[src/rtl/timer_clock_pkg.sv]
package timer_clock_pkg;

   // special function space decode
   localparam logic [7:0] TIMER_CLOCK_CONTROL_ADDR  = 8'h8e;
   localparam logic [7:0] TIMER_CLOCK_CONTROL_RESET = 8'h01;

   // field positions inside the clock control byte
   localparam int         TIMER0_SEL_BIT     = 3;
   localparam int         TIMER1_SEL_BIT     = 4;
   localparam int         TIMER2_SEL_BIT     = 5;
   localparam int         STRETCH_LSB        = 0;
   localparam int         STRETCH_WIDTH      = 3;

   // prescale ratios of the cpu clock
   localparam int         DIV_SLOW           = 12;
   localparam int         DIV_FAST           = 4;
   localparam int         DIV_CNT_WIDTH      = 4;
   localparam logic [3:0] DIV_CNT_LAST       = 4'(DIV_SLOW - 1);
   localparam logic [1:0] DIV_FAST_LAST      = 2'(DIV_FAST - 1);
   localparam logic [3:0] DIV_CNT_RESET      = 4'h0;

endpackage

[src/rtl/timer_clock_prescale_select.sv]
// Notes on behaviour
// bit 3 set: timer 0 ticks at cpu clock / 4, clear: / 12
// bit 4 set: timer 1 ticks at cpu clock / 4, clear: / 12
// bit 5 set: timer 2 ticks at cpu clock / 4, clear: / 12
// clock control register decoded at address 0x8E, read and write by direct access
// register resets to 0000 0001, so all timers start at divide by 12
// register also holds external data move stretch cycle control
// software keeps bits 7, 6 and 2 to 0 unchanged when it writes; the register takes all eight bits of any write, and the testbench writes 8'hc7
`timescale 1ns/10ps
`default_nettype none

module timer_clock_prescale_select (
   input  wire logic       clk_sys,
   input  wire logic       rstn,
   input  wire logic [7:0] reg_addr,
   input  wire logic       reg_wr_en,
   input  wire logic [7:0] reg_wdata,
   input  wire logic       reg_rd_en,
   output logic      [7:0] reg_rdata,
   output logic            reg_rd_valid,
   output logic      [7:0] timer_clock_control,
   output logic            timer0_tick,
   output logic            timer1_tick,
   output logic            timer2_tick,
   output logic      [2:0] external_data_move_stretch
);
   import timer_clock_pkg::*;

   typedef struct packed {
      logic [7:0]               ctl;
      logic [DIV_CNT_WIDTH-1:0] cnt;
      logic                     tick0;
      logic                     tick1;
      logic                     tick2;
      logic [7:0]               rdata;
      logic                     rd_valid;
   } state_s;

   state_s state_r;
   state_s state_nxt;
   logic   wr_hit;
   logic   rd_hit;
   logic   slow_due;
   logic   fast_due;

   // a timer tick is due on the slow wrap, or every fourth phase when fast
   function automatic logic tick_due(input logic fast_sel, input logic slow, input logic fast);
      tick_due = fast_sel ? fast : slow;
   endfunction

   // register decode in the special function space
   assign wr_hit   = reg_wr_en && (reg_addr == TIMER_CLOCK_CONTROL_ADDR);
   assign rd_hit   = reg_rd_en && (reg_addr == TIMER_CLOCK_CONTROL_ADDR);
   assign slow_due = (state_r.cnt == DIV_CNT_LAST);
   assign fast_due = (state_r.cnt[1:0] == DIV_FAST_LAST);

   // next state: register write, read answer and shared prescaler
   always_comb begin
      state_nxt          = state_r;
      state_nxt.rd_valid = 1'b0;
      if (wr_hit) begin
         state_nxt.ctl = reg_wdata;
      end
      if (rd_hit) begin
         state_nxt.rdata    = state_r.ctl;
         state_nxt.rd_valid = 1'b1;
      end
      if (slow_due) begin
         state_nxt.cnt = DIV_CNT_RESET;
      end else begin
         state_nxt.cnt = state_r.cnt + 4'h1;
      end
      state_nxt.tick0 = tick_due(state_r.ctl[TIMER0_SEL_BIT], slow_due, fast_due);
      state_nxt.tick1 = tick_due(state_r.ctl[TIMER1_SEL_BIT], slow_due, fast_due);
      state_nxt.tick2 = tick_due(state_r.ctl[TIMER2_SEL_BIT], slow_due, fast_due);
   end

   // state register
   always_ff @(posedge clk_sys or negedge rstn) begin
      if (!rstn) begin
         state_r          <= '0;
         state_r.ctl      <= TIMER_CLOCK_CONTROL_RESET;
         state_r.cnt      <= DIV_CNT_RESET;
      end else begin
         state_r <= state_nxt;
      end
   end

   // outputs straight from the state flops
   assign reg_rdata                  = state_r.rdata;
   assign reg_rd_valid               = state_r.rd_valid;
   assign timer_clock_control        = state_r.ctl;
   assign timer0_tick                = state_r.tick0;
   assign timer1_tick                = state_r.tick1;
   assign timer2_tick                = state_r.tick2;
   assign external_data_move_stretch = state_r.ctl[STRETCH_LSB +: STRETCH_WIDTH];
endmodule // timer_clock_prescale_select

`default_nettype wire

[config.mk]
export PLATFORM = sky130hd
export DESIGN_NAME = timer_clock_prescale_select
export DESIGN_NICKNAME = d
export VERILOG_FILES = /design/src/rtl/timer_clock_pkg.sv /design/src/rtl/timer_clock_prescale_select.sv
export SDC_FILE = /design/constraint.sdc
export NUM_CORES = 1
export LEC_CHECK = 0
export BUFFER_PORTS_ARGS = -buffer_cell sky130_fd_sc_hd__buf_2
export CAP_MARGIN = 10
export CORE_MARGIN = 5
export CORE_UTILIZATION = 50
export CTS_CLUSTER_SIZE = 20
export DETAILED_ROUTE_END_ITERATION = 16
export GPL_ROUTABILITY_DRIVEN = 0
export GPL_TIMING_DRIVEN = 0
export PLACE_DENSITY = 0.8
export SYNTH_ARGS = -nofsm -noshare
export SYNTH_HDL_FRONTEND = slang
export SYNTH_SLANG_ARGS = --single-unit
[constraint.sdc]
create_clock -name clk_sys -period 2 [get_ports clk_sys]
set_clock_uncertainty 0.15 [all_clocks]
set_input_delay 0.4 -clock clk_sys [delete_from_list [all_inputs] [get_ports clk_sys]]
set_output_delay 0.4 -clock clk_sys [all_outputs]
set_load 0.02 [all_outputs]
# Word level (Yosys, flattened, before mapping)
# Index checks and enable logic that the tools add are counted.
op_classes:
  addsub: 1
  n_eq_ne: 3
  muxes: 5
  n_reduce_logical: 2
ops:
  columns: ["op", "count"]
  rows:
  - ["== test 8 bit (second input constant)", 1]
  - ["adder 4 x 1 -> 4 bit (second input constant)", 1]
  - ["== test 4 bit (second input constant)", 1]
  - ["two-way mux 1 bit", 4]
  - ["two-way mux 4 bit", 1]
  - ["== test 2 bit (second input constant)", 1]
  - ["logical AND 1 bit", 2]
totals:
  register_bits: 24
  inputBits: 20
  output_inout_bits: 23
  word_cells: 18

# Depth between registers and ports, before layout
# Gate-level depths: netlist (run 1).
logic_depth:
  word_depth: 3
  ltp_mapped: 3
  mapped_depth_nobuf: 3

# Worst setup path before layout (run 1)
# No wires, ideal clock.
synth_path:
  path_kind: "input to register"
  startpoint: "input port reg_addr[5]"
  endpoint: "register state_r (netlist bit reg_rdata[0])"
  setup_time_ns: 0.125
  arrival_ns: 1.222
  required_ns: 1.725
  path_slack_ns: 0.503
  cell_stages: 3
  path_buffers: 0
  cell_sequence: "nor4b_4 > nand3_2 > mux2_2"
synth_via:
  elab_chain_len: 2
synth_lines:
  columns: ["item", "line_no", "rtl"]
  rows:
  - ["from (decl)", "timer_clock_prescale_select.sv:15", "input wire logic [7:0] reg_addr,"]
  - ["== test 8 bit", "timer_clock_prescale_select.sv:53", "assign rd_hit = reg_rd_en && (reg_addr == TIMER_CLOCK_CONTROL_ADDR);"]
  - ["logical AND 1 bit", "timer_clock_prescale_select.sv:53", null]
  - ["to (signal assigned)", "timer_clock_prescale_select.sv:85", "state_r <= state_nxt;"]
  - ["to (decl)", "timer_clock_prescale_select.sv:39", "state_s state_r;"]
# Every way passes these cells.
# A chain may end at the register's enable or synchronous reset.

# Worst setup path in the final report (run 1)
layout_path:
  startpoint: "register state_r (netlist bit timer_clock_control[0])"
  endpoint: "output port external_data_move_stretch[0]"
layout_lines:
  columns: ["item", "line_no", "rtl"]
  rows:
  - ["to (decl)", "timer_clock_prescale_select.sv:25", "output logic [2:0] external_data_move_stretch"]
# No word-level cell between the ends.

==> results.txt, run 1 <==
Mapped Nets -> 100
Post-layout nets -> 148
Power share of the clock group -> 29.3%
Critical path capture point type -> output pin
Switch Pwr -> 0.1794 mW
Max frequency -> 596.9 MHz
Num rows -> 16
Pwr Density -> 610.0 nW/um^2
Type of origin of the critical path -> flip-flop
Vias in the first global route -> 759
CTS tree -> built
Switch share -> 21.64%
Post-cts hold buffer count -> 1
Final hold vios -> 0
Layout area overhead -> 27.17%
Worst path cell trace -> buf_4, buf_2
Data required, critical path -> 1.45 ns
Initial antenna violation count -> 0
Main area contributors after synthesis -> dfrtp_1, mux2_2, buf_4
Max Root-Sink Buffers -> 2
Via density -> 4.529
Top FF cell, synth -> dfrtp_1
CP max FO -> 4
Mapped Area -> 1069 um^2
Worst-Margin Slew -> 0.5180 ns
Die Area -> 3162 um^2
Most common cell in the netlist -> dfrtp_1
Worst hold path type -> input pin to flip-flop
Internal Power -> 0.6495 mW
Final Worst Setup Slack -> 0.3246 ns
Pin count of the biggest net entering global routing -> 25
Drt total wl -> 1846 um
Critical Path AT -> 1.13 ns
CTS sink cnt -> 24
Die height -> 56.23 um
Hpwl dp -> 1472 um
Slowest stage cell, crit path -> dfstp_2
Async SR Flop Fraction -> 100.0%
Ports -> 43
Syn Inst Count -> 79
Die width -> 56.23 um
Setup-failing EPs final -> 0
Total CTS buffers -> 3
Post-CTS setup buffer count -> 0
Min Tclk post-route -> 1.675 ns
Combinational Power Share -> 10.2%
Clock transition at the registers of the reported paths -> 0.12 ns
Root buffer cell -> clkbuf_4
# DRC -> 0
Top cells by count, synth -> dfrtp_1, buf_4, mux2_2
RSZ-0062 raised after global routing -> no
Pre-antenna DRT Iters -> 4
Routed length per placed instance -> 12.07 um
Fin Setup TNS -> 0 ns
Final Cycle Share -> 83.77%
Post-synth top area share -> 53.86%
Initial Util -> 53.38%
Post-cts sizing count -> 0
Max Cap Viol -> 0
WHS -> 0.1643 ns
Critical setup path kind -> flip-flop to output pin
First-pass GRT wire length -> 3222 um
Diode count -> 0
Sequential area share after synthesis -> 56.32%
Seq pwr share -> 60.5%
Post-synthesis register bit count -> 24
Synth cell types -> 15
Slew HR -> 65.47%
Worst skew pair latency -> 0.30 ns
P_leak -> 0.8051 nW
Post-route ant nets -> 0
Vias after detailed routing -> 693
Iteration-0 DRC Markers -> 9
Avg Synthesized Cell Area -> 13.53 um^2
Congestion Overflow GR -> 0
Dpl ws -> 0.2480 ns
Slowest stage delay, CP -> 0.57 ns
GRT Total Usage -> 12.64%
CORE AREA -> 2002 um^2
Yosys Warn Count -> 0
Cell accounting for the most synthesized area -> dfrtp_1
Share of cells above drive strength 1 -> 68.25%
Max-slew violations -> 0
# H-tree levels -> 1
IO Port Bufs -> 42
Post-synth EDFFs -> 0
Worst VDD drop -> 504.1 uV
Result of the run -> finished clean
==> layer usage <==
layer | track usage, % | vias to the layer above | wire length (um)
li1 | - | 340 | -
met1 | 13.16 | 321 | 695
met2 | 23.54 | 28 | 981
met3 | 3.480 | 4 | 149
met4 | 5.085 | 0 | 21
met5 | 0 | - | 0
==> cell families (layout without fill, tap and decap cells) <==
family / count (synthesis) / count (layout) / share of synthesized area (%)
simple gates: 13 / 13 / 8.431
flops: 24 / 24 / 56.32
compound gates: 2 / 2 / 1.288
buf+inv: 21 / 68 / 14.05
mux: 17 / 17 / 17.92
fa+ha+maj: 1 / 1 / 1.171
xor+xnor: 1 / 1 / 0.8198
==> worst paths after layout <==
check	startpoint	to	slack (ns)	depth (start not counted)
max	timer_clock_control[0]$_DFFE_PN1P_	external_data_move_stretch[0]	0.32	2
min	reg_wdata[1]	timer_clock_control[1]$_DFFE_PN0P_	0.16	2
max reg2reg	state_r[12]$_DFF_PN0_	state_r[14]$_DFF_PN0_	0.79	2
min reg2reg	state_r[12]$_DFF_PN0_	state_r[12]$_DFF_PN0_	0.32	1
max in group asynchronous	rstn	timer_clock_control[0]$_DFFE_PN1P_	0.90	2
min in group asynchronous	rstn	reg_rdata[0]$_DFFE_PN0P_	0.43	2
==> final cells by class <==
class | count | area, um^2
plain buffers | 19 | 142.6
clock buffers | 4 | 36.28
fillers | 184 | 643.1
inverters | 2 | 7.507
multi-input cells | 34 | 316.6
flip-flops and latches | 24 | 601.8
well taps | 27 | 33.78
repair buffers | 43 | 220.2
==> power by group through the flow <==
stage	Combinational (mW)	Sequential (mW)	Clock (mW)
finish	0.0842	0.501	0.243
global route	0.0926	0.503	0.276
CTS	0.0864	0.502	0.255
detailed placement	0.0847	0.511	0
global placement	0.0823	0.510	0
floorplan	0.0439	0.509	0
==> stage by stage <==
stage	std cells	area, um^2	utilization [%]	total power, mW
after global routing	153	1359	67.88	0.8723
after global placement	148	1313	65.56	0.5926
after floorplan	79	1069	-	0.5530
after detailed placement	148	1313	65.56	0.5957
final	153	1359	67.88	0.8289
after CTS	153	1359	67.88	0.8436
==> state kept, by name (all words and copies together), names as in the netlist <==
register and flops:
timer1_tick 1, timer2_tick 1, state_r 4, timer_clock_control 8, timer0_tick 1, reg_rdata 8
reg_rd_valid 1
==> critical path, delay by kind of cell (launching register included) <==
| family | cells | cell delay (ns) |
|---|---|---|
| buf+inv | 2 | 0.25 |
| flops | 1 | 0.57 |
==> placed cells by master (no fill, tap or decap), types with 2 or more instances in the layout <==
cell and instances:
buf_2 42, buf_4 19, clkbuf_4 3, dfrtp_1 23, inv_1 2, mux2_2 17
nand3_2 2, nor2_1 7
Power figures use the tool's default switching activity.
==> inputs of run 2 (changes only) <==
--- a/config.mk
+++ b/config.mk
@@ -8,12 +8,12 @@
 export BUFFER_PORTS_ARGS = -buffer_cell sky130_fd_sc_hd__buf_2
 export CAP_MARGIN = 10
 export CORE_MARGIN = 5
-export CORE_UTILIZATION = 50
+export CORE_UTILIZATION = 46
 export CTS_CLUSTER_SIZE = 20
 export DETAILED_ROUTE_END_ITERATION = 16
 export GPL_ROUTABILITY_DRIVEN = 0
 export GPL_TIMING_DRIVEN = 0
-export PLACE_DENSITY = 0.8
+export PLACE_DENSITY = 0.75
 export SYNTH_ARGS = -nofsm -noshare
 export SYNTH_HDL_FRONTEND = slang
 export SYNTH_SLANG_ARGS = --single-unit
==> constraint.sdc (replaced) <==
create_clock -name clk_sys -period 1.6 [get_ports clk_sys]
set_clock_uncertainty 0.15 [all_clocks]
set_input_delay 0.32 -clock clk_sys [delete_from_list [all_inputs] [get_ports clk_sys]]
set_output_delay 0.32 -clock clk_sys [all_outputs]
set_load 0.02 [all_outputs]
==> results.txt, run 2 (same netlist as run 1, synthesis figures left out) <==
Result of the run -> finished clean
Switch Pwr -> 0.2285 mW (+27%)
Post-layout nets -> 148 (unchanged)
Most frequent cells in the layout -> buf_2, dfrtp_1, buf_4
Root buffer cell -> clkbuf_4
Final Cycle Share -> 97.52%
# fillers -> 187 (+1.6%)
Final Worst Setup Slack -> 0.03964 ns (-0.2849 ns)
Diode count -> 0 (unchanged)
Critical path capture point type -> output pin
# H-tree levels -> 1 (unchanged)
Max-slew violations -> 0 (unchanged)
Initial Util -> 48.30% (-5.1 points)
Pwr Density -> 760.2 nW/um^2 (+25%)
Max frequency -> 640.9 MHz
Max Root-Sink Buffers -> 2 (unchanged)
Pre-antenna DRT Iters -> 2 (-2)
Combinational Power Share -> 10.4% (+0.2 points)
Ports -> 43 (unchanged)
Vias after detailed routing -> 694 (+0.14%)
Worst VDD drop -> 494.8 uV (-1.8%)
Post-route insts no fill -> 154 (+0.65%)
Total CTS buffers -> 3 (unchanged)
Num rows -> 17 (+1)
Type of origin of the critical path -> flip-flop
Post-route ant nets -> 0 (unchanged)
Die Area -> 3387 um^2 (+7.1%)
Worst skew pair latency -> 0.30 ns (about the same)
CORE AREA -> 2212 um^2 (+10%)
Initial antenna violation count -> 0 (unchanged)
First-pass GRT wire length -> 2815 um (-13%)
Vias in the first global route -> 653 (-14%)
PnR Total Power -> 1.043 mW (+26%)
Placed Cells incl. Taps -> 149 (+0.68%)
Data required, critical path -> 1.13 ns (-0.32 ns)
Clock transition at the registers of the reported paths -> 0.12 ns (about the same)
Drt total wl -> 1740 um (-5.7%)
Min Tclk post-route -> 1.560 ns
RSZ-0062 raised after global routing -> yes
Share of cells above drive strength 1 -> 68.25% (unchanged)
Critical setup path kind -> flip-flop to output pin
Max Cap Viol -> 0 (unchanged)
Internal Power -> 0.8149 mW (+25%)
Slew HR -> 66.51% (+1.0 points)
Setup-failing EPs final -> 0 (unchanged)
Iteration-0 DRC Markers -> 4 (-5)
Fin Setup TNS -> 0 ns (unchanged)
Worst hold path type -> input pin to flip-flop
Routed length per placed instance -> 11.30 um (-6.4%)
CTS tree -> built
Pin count of the biggest net entering global routing -> 25 (unchanged)
Critical Path AT -> 1.09 ns (-0.04 ns)
CP max FO -> 4 (unchanged)
CTS sink cnt -> 24 (unchanged)
GRT Total Usage -> 10.79% (-1.8 points)
Via density -> 4.506 (-0.51%)
Seq pwr share -> 60.0% (-0.5 points)
Worst r2r src -> state_r[12]$_DFF_PN0_
Worst-Margin Slew -> 0.5023 ns (-0.01571 ns)
P_leak -> 0.8065 nW (+0.17%)
Final cell utilization of the core -> 62.05% (-5.8 points)
Congestion Overflow GR -> 0 (unchanged)
Dpl ws -> -0.08723 ns (-0.3352 ns)
Final hold vios -> 0 (unchanged)
IO Port Bufs -> 42 (unchanged)
Commonest non-fill, non-tap cell in the layout -> buf_2
Critical Path Start -> timer_clock_control[0]$_DFFE_PN1P_
Die width -> 58.20 um (+3.5%)
Post-CTS setup buffer count -> 0 (unchanged)
Switch share -> 21.90% (+0.26 points)
Die height -> 58.20 um (+3.5%)
Hold_sp -> reg_wdata[4]
Power share of the clock group -> 29.6% (+0.3 points)
Layout area overhead -> 28.45%
# DRC -> 0 (unchanged)
## run 2: cell count changes in the layout (fill, tap and decap cells not counted)
cell   change
buf_2      -2
buf_6      +2
## run 2: worst max-delay path, stage by stage (launching register included)
cell and delay (ns):
dfstp_2 0.57, buf_4 0.11, buf_6 0.10
## run 2: timing repair
item                                    4_1_cts  5_1_grt
hold buffers                                  1        0
endpoints found under the hold margin        23        0
resized for setup                             1        3
pin swaps                                     0        0
endpoints found under the setup margin        1        2
## run 2: worst paths after layout
path / end / slack [ns] / cells past startpoint
min in group asynchronous: timer_clock_control[6]$_DFFE_PN0P_ / 0.35 / 2
max in group asynchronous: timer_clock_control[0]$_DFFE_PN1P_ / 0.59 / 2
worst min register to register: state_r[12]$_DFF_PN0_ / 0.31 / 1
worst max-delay path: external_data_move_stretch[0] / 0.04 / 2
worst max register to register: state_r[14]$_DFF_PN0_ / 0.43 / 2
worst min-delay path: timer_clock_control[4]$_DFFE_PN0P_ / 0.08 / 2
## run 2: power by group through the flow
stage	combinational (mW)	sequential, mW	clock [mW]
floorplan	0.0549	0.636	0
global placement	0.103	0.638	0
detailed placement	0.105	0.638	0
CTS	0.108	0.627	0.319
global route	0.118	0.629	0.345
finish	0.108	0.627	0.309
## run 2: layer usage
| metal | up-vias | GRT usage [%] | routed length, um |
|---|---|---|---|
| li1 | 347 | - | - |
| met1 | 323 | 12.89 | 680 |
| met2 | 20 | 18.23 | 882 |
| met3 | 4 | 3.341 | 154 |
| met4 | 0 | 3.974 | 22 |
| met5 | - | 0 | 0 |
## run 2: layout make-up
class | instances | area [um^2] | share of cell area [%]
inverter | 2 | 7.507 | 0.5469
sequential | 24 | 601.8 | 43.85
buffer | 19 | 142.6 | 10.39
clock buffer | 4 | 36.28 | 2.644
timing repair buffer | 43 | 232.7 | 16.96
tap | 28 | 35.03 | 2.552
multi-input combinational | 34 | 316.6 | 23.06
## run 2: metrics by stage
step                      hold WS (ns)  area, um^2
after detailed placement        0.1719        1314
final                          0.08481        1373
after CTS                      0.07960        1363
after global placement          0.1672        1314
after global routing           0.06742        1373
after floorplan                -0.1256        1069
==> inputs of run 3 (changes only) <==
--- a/config.mk
+++ b/config.mk
@@ -5,7 +5,7 @@
 export SDC_FILE = /design/constraint.sdc
 export NUM_CORES = 1
 export LEC_CHECK = 0
-export BUFFER_PORTS_ARGS = -buffer_cell sky130_fd_sc_hd__buf_2
+export BUFFER_PORTS_ARGS = -buffer_cell sky130_fd_sc_hd__buf_4
 export CAP_MARGIN = 10
 export CORE_MARGIN = 5
 export CORE_UTILIZATION = 46
==> results.txt, run 3 (same netlist as run 1, synthesis figures left out) <==
Result of the run -> finished clean
Iteration-0 DRC Markers -> 7 (+3)
Seq pwr share -> 53.3% (-6.7 points)
Most frequent cells in the layout -> buf_4, dfrtp_1, mux2_2
Layout area overhead -> 39.34%
First-pass GRT wire length -> 2946 um (+4.7%)
Critical path's top delay family -> flip-flops
CTS sink cnt -> 24 (unchanged)
CP max FO -> 4 (unchanged)
Vias in the first global route -> 694 (+6.3%)
Worst hold path type -> input pin to flip-flop
Initial Util -> 48.30% (unchanged)
Final Worst Setup Slack -> 0.04307 ns (+0.003436 ns)
Via density -> 4.455 (-1.2%)
Max Cap Viol -> 0 (unchanged)
IO Port Bufs -> 42 (unchanged)
Post-route ant nets -> 0 (unchanged)
Max-slew violations -> 0 (unchanged)
Combinational Power Share -> 10.9% (+0.5 points)
CTS tree -> built
Worst path cell trace -> buf_4, buf_6
Dpl ws -> -0.09203 ns (-0.004798 ns)
Final hold vios -> 0 (unchanged)
Max frequency -> 642.3 MHz (+0.22%)
# H-tree levels -> 1 (unchanged)
Setup-failing EPs final -> 0 (unchanged)
CP Buf/Inv Count -> 2 (unchanged)
Diode count -> 0 (unchanged)
Critical Path AT -> 1.09 ns (about the same)
Power share of the clock group -> 35.8% (+6.2 points)
Clock transition at the registers of the reported paths -> 0.13 ns (about the same)
Hpwl dp -> 1510 um
Type of origin of the critical path -> flip-flop
Critical setup path kind -> flip-flop to output pin
Switch Pwr -> 0.2275 mW (-0.45%)
Num rows -> 17 (unchanged)
Share of cells above drive strength 1 -> 68.25% (unchanged)
Pwr Density -> 789.9 nW/um^2 (+3.9%)
Die height -> 58.20 um (unchanged)
Internal Power -> 0.9486 mW (+16%)
Post-layout nets -> 148 (unchanged)
Slew HR -> 78.82% (+12 points)
Final Cycle Share -> 97.31% (-0.21 points)
P_leak -> 0.8278 nW (+2.6%)
Drt total wl -> 1844 um (+6.0%)
Routed length per placed instance -> 11.97 um (+6.0%)
Worst skew pair latency -> 0.31 ns (about the same)
Max Root-Sink Buffers -> 2 (unchanged)
Pin count of the biggest net entering global routing -> 25 (unchanged)
Vias after detailed routing -> 686 (-1.2%)
Die Area -> 3387 um^2 (unchanged)
# DRC -> 0 (unchanged)
WHS -> 0.08431 ns (-0.0005051 ns)
Total CTS buffers -> 3 (unchanged)
Min Tclk post-route -> 1.557 ns (-0.003436 ns)
Root buffer cell -> clkbuf_4
Pre-antenna DRT Iters -> 2 (unchanged)
RSZ-0062 raised after global routing -> no
GRT Total Usage -> 11.48% (+0.68 points)
Congestion Overflow GR -> 0 (unchanged)
Die width -> 58.20 um (unchanged)
CORE AREA -> 2212 um^2 (unchanged)
Switch share -> 19.34% (-2.6 points)
Commonest non-fill, non-tap cell in the layout -> buf_4
Slowest stage delay, CP -> 0.57 ns (about the same)
Critical path capture point type -> output pin
Slowest stage cell, crit path -> dfstp_2
Worst-Margin Slew -> 0.3171 ns (-0.1852 ns)
Initial antenna violation count -> 0 (unchanged)
Data required, critical path -> 1.13 ns (about the same)
Ports -> 43 (unchanged)
Worst VDD drop -> 837.1 uV (+69%)
==> run 3: through the flow <==
step	util, %	instance area, um^2	instances	power [mW]	setup TNS [ns]
after detailed placement	64.14	1419	149	0.7656	-1.237
after global routing	67.31	1489	154	1.220	0
after CTS	66.97	1481	154	1.188	0
after global placement	64.14	1419	149	0.7629	-0.7950
after floorplan	-	1069	79	0.6912	0
final	67.31	1489	154	1.176	0
==> run 3: path summary, 6_finish.rpt <==
path | cells after the start | slack [ns] | startpoint | to
max in group asynchronous | 2 | 0.75 | rstn | timer_clock_control[0]$_DFFE_PN1P_
worst max register to register | 2 | 0.43 | state_r[12]$_DFF_PN0_ | state_r[14]$_DFF_PN0_
worst min register to register | 1 | 0.32 | state_r[12]$_DFF_PN0_ | state_r[12]$_DFF_PN0_
worst max-delay path | 2 | 0.04 | timer_clock_control[0]$_DFFE_PN1P_ | timer_clock_control[0]
worst min-delay path | 2 | 0.08 | reg_wdata[0] | timer_clock_control[0]$_DFFE_PN1P_
min in group asynchronous | 2 | 0.27 | rstn | reg_rdata[6]$_DFFE_PN0P_
==> run 3: metal layers <==
layer	vias to the layer above	wire length (um)	GRT usage [%]
met2	19	1001	21.29
met3	0	163	4.009
met1	326	679	11.85
li1	341	-	-
met4	0	0	3.974
met5	-	0	0
==> run 3: area by class of cell <==
cell class	count	area (um^2)
timing repair buffer	43	332.8
fill	177	723.2
clock inverter	1	30.03
sequential	24	601.8
inverter	2	7.507
tap	28	35.03
buffer	19	142.6
multi-input combinational	34	316.6
clock buffer	3	22.52
==> run 3: what timing repair did <==
action	4_1_cts	5_1_grt
gates resized for setup	0	2
endpoints found under the hold margin	24	0
buffers inserted	0	0
endpoints found under the setup margin	0	2
hold buffers	1	0
==> run 3: power groups by stage <==
stage	Clock, mW	Sequential [mW]	Combinational, mW
6_report	0.421	0.627	0.129
5_1_grt	0.452	0.628	0.140
4_1_cts	0.432	0.627	0.129
3_5_place_dp	0	0.638	0.127
3_3_place_gp	0	0.638	0.125
2_1_floorplan	0	0.636	0.0549
